==> src/rtl/dbwlm_pkg.sv <==
// Package for the DMA bandwidth limiter and monitor: register map, fields, reset values
package dbwlm_pkg;
    // ***************************
    // Register byte offsets
    // ***************************
    localparam logic [7:0] DBWLM_OFS_CFG = 8'h00;
    localparam logic [7:0] DBWLM_OFS_SPACING = 8'h04;
    localparam logic [7:0] DBWLM_OFS_BUDGET = 8'h08;
    localparam logic [7:0] DBWLM_OFS_CURRENT = 8'h0C;
    localparam logic [7:0] DBWLM_OFS_STATUS = 8'h10;
    // ***************************
    // Fields
    // ***************************
    localparam int DBWLM_CFG_EN_BIT = 0;
    localparam int DBWLM_CFG_SIZE_LSB = 4;
    localparam int DBWLM_STAT_IRQERR_BIT = 0;
    localparam int DBWLM_STAT_ERRC_LSB = 4;
    localparam int DBWLM_STAT_RUN_BIT = 8;
    localparam logic [3:0] DBWLM_ERRC_NONE = 4'h0;
    localparam logic [3:0] DBWLM_ERRC_ALIGN = 4'h1;
    localparam logic [3:0] DBWLM_ERRC_BWMON = 4'h6;
    // ***************************
    // Special values and reset values
    // ***************************
    localparam logic [15:0] DBWLM_SPACING_FREE = 16'h0000;
    localparam logic [15:0] DBWLM_SPACING_STOP = 16'hFFFF;
    localparam logic [15:0] DBWLM_SPACING_RST = 16'h0000;
    localparam logic [31:0] DBWLM_BUDGET_RST = 32'h00000000;
    localparam logic [31:0] DBWLM_BUDGET_OFF = 32'h00000000;
    localparam logic [2:0] DBWLM_SIZE_RST = 3'h0;
    localparam logic [2:0] DBWLM_SIZE_MAX = 3'h5;
    localparam logic [1:0] DBWLM_RESP_OKAY = 2'h0;
    localparam logic [1:0] DBWLM_RESP_SLVERR = 2'h2;
endpackage

==> src/rtl/dbwlm_channel.sv <==
// Bandwidth limiter and bandwidth monitor for one memory-to-memory DMA channel
`timescale 1ns/10ps
// Operation
// - Every memory-to-memory channel, pipe and compositor channels included, carries this limiter and monitor.
// - The spacing count gives the number of clock cycles between two consecutive requests.
// - A spacing count of zero lets the channel request as often as it can.
// - A spacing count of all ones stops all requests.
// - Throughput never exceeds clock rate times transfer size over the spacing count.
// - The budget is copied into the current counter on a config write, at work unit end, or on autobuffer wrap.
// - The current counter decrements once per cycle while a work unit is active.
// - Reaching zero before the work unit ends sets the error flag and cause code six.
// - After expiry the counter holds at zero without re-signalling until reload.
// - A monitor expiry never halts or aborts the work unit.
// - A budget of zero disables the monitor entirely.
// - Transfer size is selectable among 1, 2, 4, 8, 16 and 32 bytes.
// - A start address not aligned to the transfer size raises the error flag.
module dbwlm_channel
    import dbwlm_pkg::*;
#(
    parameter int ADDR_W = 32
) (
    // ***************************
    // Clock and reset
    // ***************************
    input wire logic clk_sys,
    input wire logic resetn,
    // ***************************
    // AXI4-Lite slave
    // ***************************
    input wire logic [7:0] s_axi_awaddr,
    input wire logic s_axi_awvalid,
    output logic s_axi_awready,
    input wire logic [31:0] s_axi_wdata,
    input wire logic [3:0] s_axi_wstrb,
    input wire logic s_axi_wvalid,
    output logic s_axi_wready,
    output logic [1:0] s_axi_bresp,
    output logic s_axi_bvalid,
    input wire logic s_axi_bready,
    input wire logic [7:0] s_axi_araddr,
    input wire logic s_axi_arvalid,
    output logic s_axi_arready,
    output logic [31:0] s_axi_rdata,
    output logic [1:0] s_axi_rresp,
    output logic s_axi_rvalid,
    input wire logic s_axi_rready,
    // ***************************
    // Channel engine side
    // ***************************
    input wire logic workStart,
    input wire logic [ADDR_W-1:0] workStartAddr,
    input wire logic workActive,
    input wire logic workEnd,
    input wire logic autobufWrap,
    input wire logic engineReq,
    // ***************************
    // Crossbar request side
    // ***************************
    output logic reqAllowed,
    output logic xbarReq,
    output logic errorIrq,
    output logic [2:0] memoryTransferSize
);
    // ***************************
    // Decode helpers
    // ***************************
    function automatic logic hitWord(input logic [7:0] addr, input logic [7:0] ofs);
        hitWord = (addr[7:2] == ofs[7:2]);
    endfunction

    function automatic logic misaligned(input logic [ADDR_W-1:0] addr, input logic [2:0] sz);
        logic [5:0] mask;
        mask = 6'(6'h01 << sz) - 6'h01;
        misaligned = |(addr[5:0] & mask);
    endfunction

    function automatic logic mapped(input logic [7:0] addr);
        mapped = hitWord(addr, DBWLM_OFS_CFG) | hitWord(addr, DBWLM_OFS_SPACING) |
                 hitWord(addr, DBWLM_OFS_BUDGET) | hitWord(addr, DBWLM_OFS_CURRENT) |
                 hitWord(addr, DBWLM_OFS_STATUS);
    endfunction

    // ***************************
    // Register state
    // ***************************
    logic [2:0] sizeReg;
    logic enableReg;
    logic [15:0] spacingReg;
    logic [31:0] budgetReg;
    logic [31:0] currentReg;
    logic irqErrReg;
    logic [3:0] errCauseReg;
    logic expiredReg;
    logic [15:0] gapReg;
    logic [15:0] gapNext;

    logic awHeld, wHeld;
    logic [7:0] awAddrReg;
    logic [31:0] wDataReg;
    logic [3:0] wStrbReg;
    logic doWrite;
    logic cfgWrite;
    logic stsClear;
    logic issue;
    logic monExpire;
    logic reloadNow;
    logic alignFault;
    logic [31:0] currentNext;
    logic expiredNext;
    logic [31:0] rdataNext;

    // ***************************
    // Derived strobes
    // ***************************
    assign doWrite = awHeld && wHeld && !s_axi_bvalid;
    assign cfgWrite = doWrite && hitWord(awAddrReg, DBWLM_OFS_CFG);
    assign stsClear = doWrite && hitWord(awAddrReg, DBWLM_OFS_STATUS) &&
                      wStrbReg[0] && wDataReg[DBWLM_STAT_IRQERR_BIT];
    assign reloadNow = cfgWrite || workEnd || autobufWrap;
    assign alignFault = workStart && misaligned(workStartAddr, sizeReg);

    // ***************************
    // Write channel
    // ***************************
    always_ff @(posedge clk_sys) begin
        if (!resetn) begin
            awHeld <= 1'b0;
            wHeld <= 1'b0;
            awAddrReg <= 8'h00;
            wDataReg <= 32'h00000000;
            wStrbReg <= 4'h0;
            s_axi_awready <= 1'b0;
            s_axi_wready <= 1'b0;
            s_axi_bvalid <= 1'b0;
            s_axi_bresp <= DBWLM_RESP_OKAY;
        end else begin
            s_axi_awready <= !awHeld && !s_axi_awready && s_axi_awvalid;
            s_axi_wready <= !wHeld && !s_axi_wready && s_axi_wvalid;
            if (s_axi_awvalid && s_axi_awready) begin
                awHeld <= 1'b1;
                awAddrReg <= s_axi_awaddr;
            end
            if (s_axi_wvalid && s_axi_wready) begin
                wHeld <= 1'b1;
                wDataReg <= s_axi_wdata;
                wStrbReg <= s_axi_wstrb;
            end
            if (doWrite) begin
                s_axi_bvalid <= 1'b1;
                s_axi_bresp <= mapped(awAddrReg) ? DBWLM_RESP_OKAY : DBWLM_RESP_SLVERR;
            end else if (s_axi_bvalid && s_axi_bready) begin
                s_axi_bvalid <= 1'b0;
                awHeld <= 1'b0;
                wHeld <= 1'b0;
            end
        end
    end

    // ***************************
    // Configuration registers
    // ***************************
    always_ff @(posedge clk_sys) begin
        if (!resetn) begin
            sizeReg <= DBWLM_SIZE_RST;
            enableReg <= 1'b0;
            spacingReg <= DBWLM_SPACING_RST;
            budgetReg <= DBWLM_BUDGET_RST;
        end else if (doWrite) begin
            if (hitWord(awAddrReg, DBWLM_OFS_CFG) && wStrbReg[0]) begin
                enableReg <= wDataReg[DBWLM_CFG_EN_BIT];
                // Codes above 32 bytes clamp so the alignment mask stays in range
                if (wDataReg[DBWLM_CFG_SIZE_LSB +: 3] > DBWLM_SIZE_MAX) begin
                    sizeReg <= DBWLM_SIZE_MAX;
                end else begin
                    sizeReg <= wDataReg[DBWLM_CFG_SIZE_LSB +: 3];
                end
            end
            if (hitWord(awAddrReg, DBWLM_OFS_SPACING)) begin
                if (wStrbReg[0]) spacingReg[7:0] <= wDataReg[7:0];
                if (wStrbReg[1]) spacingReg[15:8] <= wDataReg[15:8];
            end
            if (hitWord(awAddrReg, DBWLM_OFS_BUDGET)) begin
                for (int i = 0; i < 4; i++) begin
                    if (wStrbReg[i]) budgetReg[8*i +: 8] <= wDataReg[8*i +: 8];
                end
            end
        end
    end

    // ***************************
    // Request limiter
    // ***************************
    // Spacing in force for every memory-to-memory channel instance
    assign issue = engineReq && reqAllowed && enableReg;

    always_comb begin
        gapNext = gapReg;
        if (issue) begin
            // Reload takes one cycle off so requests land exactly count cycles apart
            if (spacingReg == DBWLM_SPACING_FREE) begin
                gapNext = 16'h0000;
            end else begin
                gapNext = spacingReg - 16'h0001;
            end
        end else if (gapReg > spacingReg) begin
            gapNext = spacingReg; // Shrinking the count takes effect at once
        end else if (gapReg != 16'h0000) begin
            gapNext = gapReg - 16'h0001;
        end
    end

    always_ff @(posedge clk_sys) begin
        if (!resetn) begin
            gapReg <= 16'h0000;
        end else begin
            gapReg <= gapNext;
        end
    end

    // A request granted just before a stop code lands still reaches the crossbar
    always_ff @(posedge clk_sys) begin
        if (!resetn) begin
            reqAllowed <= 1'b0;
            xbarReq <= 1'b0;
        end else begin
            // Look-ahead: allowed exactly when the gap will stand at zero, never when stopped
            reqAllowed <= (spacingReg != DBWLM_SPACING_STOP) &&
                          ((spacingReg == DBWLM_SPACING_FREE) ||
                           (gapNext == 16'h0000));
            xbarReq <= issue;
        end
    end

    // ***************************
    // Bandwidth monitor
    // ***************************
    assign monExpire = workActive && !expiredReg && (budgetReg != DBWLM_BUDGET_OFF) &&
                       (currentReg == 32'h00000001 || currentReg == 32'h00000000);

    // Reload wins over counting so a fresh budget is never short by a cycle
    always_comb begin
        currentNext = currentReg;
        expiredNext = expiredReg;
        if (reloadNow) begin
            currentNext = budgetReg;
            expiredNext = 1'b0;
        end else if (workActive && budgetReg != DBWLM_BUDGET_OFF) begin
            if (currentReg != 32'h00000000) begin
                currentNext = currentReg - 32'h00000001;
            end
            if (monExpire) begin
                expiredNext = 1'b1; // Holds at zero, single report
            end
        end
    end

    always_ff @(posedge clk_sys) begin
        if (!resetn) begin
            currentReg <= DBWLM_BUDGET_RST;
            expiredReg <= 1'b0;
        end else begin
            currentReg <= currentNext;
            expiredReg <= expiredNext;
        end
    end

    // Expiry only reports; the engine's own work unit is never stopped here
    always_ff @(posedge clk_sys) begin
        if (!resetn) begin
            irqErrReg <= 1'b0;
            errCauseReg <= DBWLM_ERRC_NONE;
        end else if (monExpire) begin
            irqErrReg <= 1'b1;
            errCauseReg <= DBWLM_ERRC_BWMON;
        end else if (alignFault) begin
            irqErrReg <= 1'b1;
            errCauseReg <= DBWLM_ERRC_ALIGN;
        end else if (stsClear) begin
            // Set beats clear: checked first above
            irqErrReg <= 1'b0;
            errCauseReg <= DBWLM_ERRC_NONE;
        end
    end

    // ***************************
    // Registered outputs
    // ***************************
    always_ff @(posedge clk_sys) begin
        if (!resetn) begin
            errorIrq <= 1'b0;
            memoryTransferSize <= DBWLM_SIZE_RST;
        end else begin
            errorIrq <= irqErrReg;
            memoryTransferSize <= sizeReg;
        end
    end

    // ***************************
    // Read channel
    // ***************************
    // Unmapped words read as zero alongside the error response
    always_comb begin
        rdataNext = 32'h00000000;
        if (hitWord(s_axi_araddr, DBWLM_OFS_CFG)) begin
            rdataNext[DBWLM_CFG_EN_BIT] = enableReg;
            rdataNext[DBWLM_CFG_SIZE_LSB +: 3] = sizeReg;
        end
        if (hitWord(s_axi_araddr, DBWLM_OFS_SPACING)) begin
            rdataNext[15:0] = spacingReg;
        end
        if (hitWord(s_axi_araddr, DBWLM_OFS_BUDGET)) begin
            rdataNext = budgetReg;
        end
        if (hitWord(s_axi_araddr, DBWLM_OFS_CURRENT)) begin
            rdataNext = currentReg;
        end
        if (hitWord(s_axi_araddr, DBWLM_OFS_STATUS)) begin
            rdataNext[DBWLM_STAT_IRQERR_BIT] = irqErrReg;
            rdataNext[DBWLM_STAT_ERRC_LSB +: 4] = errCauseReg;
            rdataNext[DBWLM_STAT_RUN_BIT] = workActive;
        end
    end

    always_ff @(posedge clk_sys) begin
        if (!resetn) begin
            s_axi_arready <= 1'b0;
            s_axi_rvalid <= 1'b0;
            s_axi_rdata <= 32'h00000000;
            s_axi_rresp <= DBWLM_RESP_OKAY;
        end else begin
            s_axi_arready <= !s_axi_rvalid && !s_axi_arready && s_axi_arvalid;
            if (s_axi_arvalid && s_axi_arready) begin
                s_axi_rvalid <= 1'b1;
                s_axi_rresp <= mapped(s_axi_araddr) ? DBWLM_RESP_OKAY : DBWLM_RESP_SLVERR;
                s_axi_rdata <= rdataNext;
            end else if (s_axi_rvalid && s_axi_rready) begin
                s_axi_rvalid <= 1'b0;
            end
        end
    end
endmodule

==> config.mk <==
export PLATFORM = sky130hd
export DESIGN_NAME = dbwlm_channel
export DESIGN_NICKNAME = d
export VERILOG_FILES = /design/src/rtl/dbwlm_pkg.sv /design/src/rtl/dbwlm_channel.sv
export SDC_FILE = /design/constraint.sdc
export NUM_CORES = 1
export LEC_CHECK = 0
export ABC_AREA = 0
export BUFFER_PORTS_ARGS = -buffer_cell sky130_fd_sc_hd__buf_2
export CORE_MARGIN = 4
export CORE_UTILIZATION = 40
export CTS_BUF_LIST = sky130_fd_sc_hd__clkbuf_4 sky130_fd_sc_hd__clkbuf_8 sky130_fd_sc_hd__clkbuf_16
export DETAILED_ROUTE_END_ITERATION = 6
export RECOVER_POWER = 50
export SKIP_CTS_REPAIR_TIMING = 1
export SYNTH_ARGS = -nofsm -noshare
export SYNTH_HDL_FRONTEND = slang
export SYNTH_SLANG_ARGS = --single-unit
==> constraint.sdc <==
create_clock -name clk_sys -period 4 [get_ports clk_sys]
set_input_delay 0.6 -clock clk_sys [delete_from_list [all_inputs] [get_ports clk_sys]]
set_output_delay 0.6 -clock clk_sys [all_outputs]
set_load 0.005 [all_outputs]
==> reports/qor_table.md <==
| Result | This run | Unit |
|---|---|---|
| Fin. max-slew vios | 80 | - |
| Count of input and output buffers | 110 | - |
| Bufs on Longest Clock Path | 2 | - |
| Worst setup SP type | input pin | - |
| Gr usage total | 20.9 | % |
| Worst slew margin relative to its limit | -68.3 | % |
| Effective utilization at floorplan | 40.8 | % |
| Most numerous cell in the Yosys netlist | sky130_fd_sc_hd__dfxtp_1 | - |
| Unrepaired setup endpoints after global routing | false | - |
| Post-Syn Instances | 1106 | - |
| Total wire length | 27.2 | mm |
| DRC violation count after routing | 0 | - |
| # setup viols final | 0 | - |
| Power density over cell area | 496 | nW/um^2 |
| Depth of the CTS H-tree | 4 | - |
| Class of the most critical hold timing path | in2reg | - |
| Total negative slack for setup checks | 0 | ns |
| Failing checks | max-capacitance violations, max-slew violations | - |
| Pre-antenna DRT Iters | 6 | - |
| Worst Hold Slack | 0.391 | ns |
| Max Fanout on Critical Path | 79 | - |
| CP Capture Type | flop | - |
| Die height | 160 | microns |
| Standard-cell rows | 55 | - |
| Number of buffers created by CTS | 17 | - |
| Iteration-0 DRC Markers | 585 | - |
| P_leak | 4.26 | nW |
| Proportion of layout cells with a drive suffix above 1 | 14.3 | % |
| Distinct cells, synth | 66 | - |
| Mean instance size in the synthesized netlist | 8.41 | sq um |
| Peak supply drop | 257 | uV |
| Die Footprint | 25800 | sq um |
| Yosys warns | 0 | - |
| Transition time at the pin with the least slew margin | 2.52 | ns |
| Aggregate global routing overflow | 0 | - |
| Number of antenna violations at the first check in global routing | 0 | - |
| Time the final worst path needs with I/O delays and setup | 3.47 | ns |
| Latest clock arrival within the worst-skew pair | 0.44 | ns |
| Fill cells | 2336 | - |
| Top flip-flop cell by instance count after synthesis | sky130_fd_sc_hd__dfxtp_1 | - |
| Routed wire per std cell | 18.0 | microns |
| Critical Setup Path Class | in2reg | - |
| Net count of the finished layout | 1307 | - |
| Most common library cells after synthesis | sky130_fd_sc_hd__dfxtp_1 (193), sky130_fd_sc_hd__nor2_1 (142), sky130_fd_sc_hd__nand2_1 (128), sky130_fd_sc_hd__a21oi_1 (90), sky130_fd_sc_hd__clkbuf_1 (58) | - |
| Die Wd | 160 | microns |
| TritonCTS clock tree | yes | - |
| CTS root buf | sky130_fd_sc_hd__clkbuf_16 | - |
| Vias after detailed routing | 8338 | - |
| Post-synth EDFFs | 0 | - |
| Syn Std Cell Area | 9300 | sq um |
| Arrival @ worst endpoint | 3.78 | ns |
| Half-perimeter wire length after detailed placement | 19.9 | mm |
| Final Cycle Share | 86.7 | % |
| Core utilization of the finished layout | 47.0 | % |
| Data required time of the worst path | 4.31 | ns |
| Maximum frequency from static timing analysis | 288 | MHz |
| Routability Congestion | 0.903 | - |
| Maximum number of pins on one net before global-route repair | 80 | - |
| Area growth from synthesis to final layout | 15.2 | % |
| Routed via count divided by cell count | 5.51 | - |
| Ranking of synthesized cells by area | sky130_fd_sc_hd__dfxtp_1 (42%), sky130_fd_sc_hd__mux2i_1 (5.8%), sky130_fd_sc_hd__nor2_1 (5.7%), sky130_fd_sc_hd__nand2_1 (5.2%), sky130_fd_sc_hd__a21oi_1 (4.8%) | - |
| Most area-hungry cell type in the Yosys netlist | sky130_fd_sc_hd__dfxtp_1 | - |
| Status | finished with violations | - |
| Core Box Area | 22800 | sq um |
| Total non-filler cell area in the finished layout | 10700 | sq um |
| Antenna viol nets, final | 0 | - |
| Async set or reset register ratio after synthesis | 0 | % |
| Sink count of the clock tree | 193 | - |
| Number of register bits inferred by synthesis | 193 | - |
| Share of the synthesized area in the top cell type | 41.5 | % |
| Maximum Capacitance Violations | 1 | - |
| Number of global-route vias before repair | 7827 | - |
| Wire length of the first global-routing pass | 43.4 | mm |
| Number of antenna diodes | 0 | - |
| Clock input transition at the sequential cells of the worst setup and hold paths | 0.07 | ns |
| Number of placed I/O pins | 143 | - |
| Post-place instance area | 10100 | sq um |
| Final hold violations | 0 | - |
| Share of the yosys chip area belonging to registers | 41.5 | % |
| Worst clock skew | 0.00849 | ns |
metal layers:
metal / wire length, microns / global-route usage [%] / vias up
li1: - / - / 4119
met1: 13400 / 30.1 / 3982
met2: 12400 / 32.7 / 208
met3: 1110 / 3.08 / 29
met4: 379 / 5.55 / 0
met5: 0 / 0 / -
final cells by class:
type	count	area [sq um]	area share, %
Clock buffer	19	447	4.17
Multi-Input combinational cell	819	5070	47.3
Tap cell	313	392	3.65
Clock inverter	13	171	1.60
Inverter	25	93.8	0.876
Timing Repair Buffer	131	679	6.34
Sequential cell	193	3860	36.1
cells in the final DEF (no fill, tap or decap), types with 23 or more instances in the layout:
cell and count:
sky130_fd_sc_hd__a21oi_1 90, sky130_fd_sc_hd__buf_2 92, sky130_fd_sc_hd__dfxtp_1 193, sky130_fd_sc_hd__ha_1 24, sky130_fd_sc_hd__inv_1 25, sky130_fd_sc_hd__mux2i_1 54, sky130_fd_sc_hd__nand2_1 128, sky130_fd_sc_hd__nand3_1 23
sky130_fd_sc_hd__nor2_1 142, sky130_fd_sc_hd__nor3_1 48, sky130_fd_sc_hd__nor4_1 23, sky130_fd_sc_hd__o21ai_0 38, sky130_fd_sc_hd__xnor2_1 30
path summary, 6_finish.rpt:
path	start	to	slack [ns]	cells after the start
worst max-delay path	resetn	gapReg[0]	0.53	4
worst max register to register	spacingReg[15]	reqAllowed	0.55	12
worst min register to register	wHeld	s_axi_wready	0.45	1
worst min-delay path	s_axi_arvalid	s_axi_arready	0.39	3
where the power goes:
| part | switching [mW] | internal, mW |
|---|---|---|
| clock network | 0.805 | 1.02 |
| registers | 0.0873 | 2.00 |
| logic | 0.841 | 0.557 |
through the flow:
step | setup WS, ns | instances | power [mW]
final | 0.532 | 1513 | 5.32
after global routing | 0.261 | 1513 | 5.60
after CTS | 0.603 | 1513 | 5.34
after detailed placement | 0.640 | 1481 | 3.52
after global placement | 0.690 | 1481 | 3.52
after floorplan | 0.789 | 1107 | 3.10
logic make-up after synthesis:
group	Yosys count	share of synthesized area [%]
AO/OA/AOI/OAI	231	15.9
XOR/XNOR	42	3.96
adder cells (fa/ha/maj)	24	3.23
buffers and inverters	95	4.12
flip-flops	193	41.5
multiplexers	70	8.23
other	1	0.0403
AND/OR/NAND/NOR	450	23.0
worst max-delay path, cell delays in order:
cell and delay, ns:
sky130_fd_sc_hd__clkbuf_1 0.43, sky130_fd_sc_hd__inv_1 1.94, sky130_fd_sc_hd__buf_4 0.60, sky130_fd_sc_hd__nor2_1 0.12
registers in the layout, indices dropped and copies added, names as in the netlist, 2 cells and up:
register / cells
awAddrReg: 6
budgetReg: 32
currentReg: 32
errCauseReg: 2
gapReg: 16
memoryTransferSize: 3
s_axi_rdata: 32
sizeReg: 3
spacingReg: 16
wDataReg: 32
wStrbReg: 4
Power figures use the tool's default switching activity.
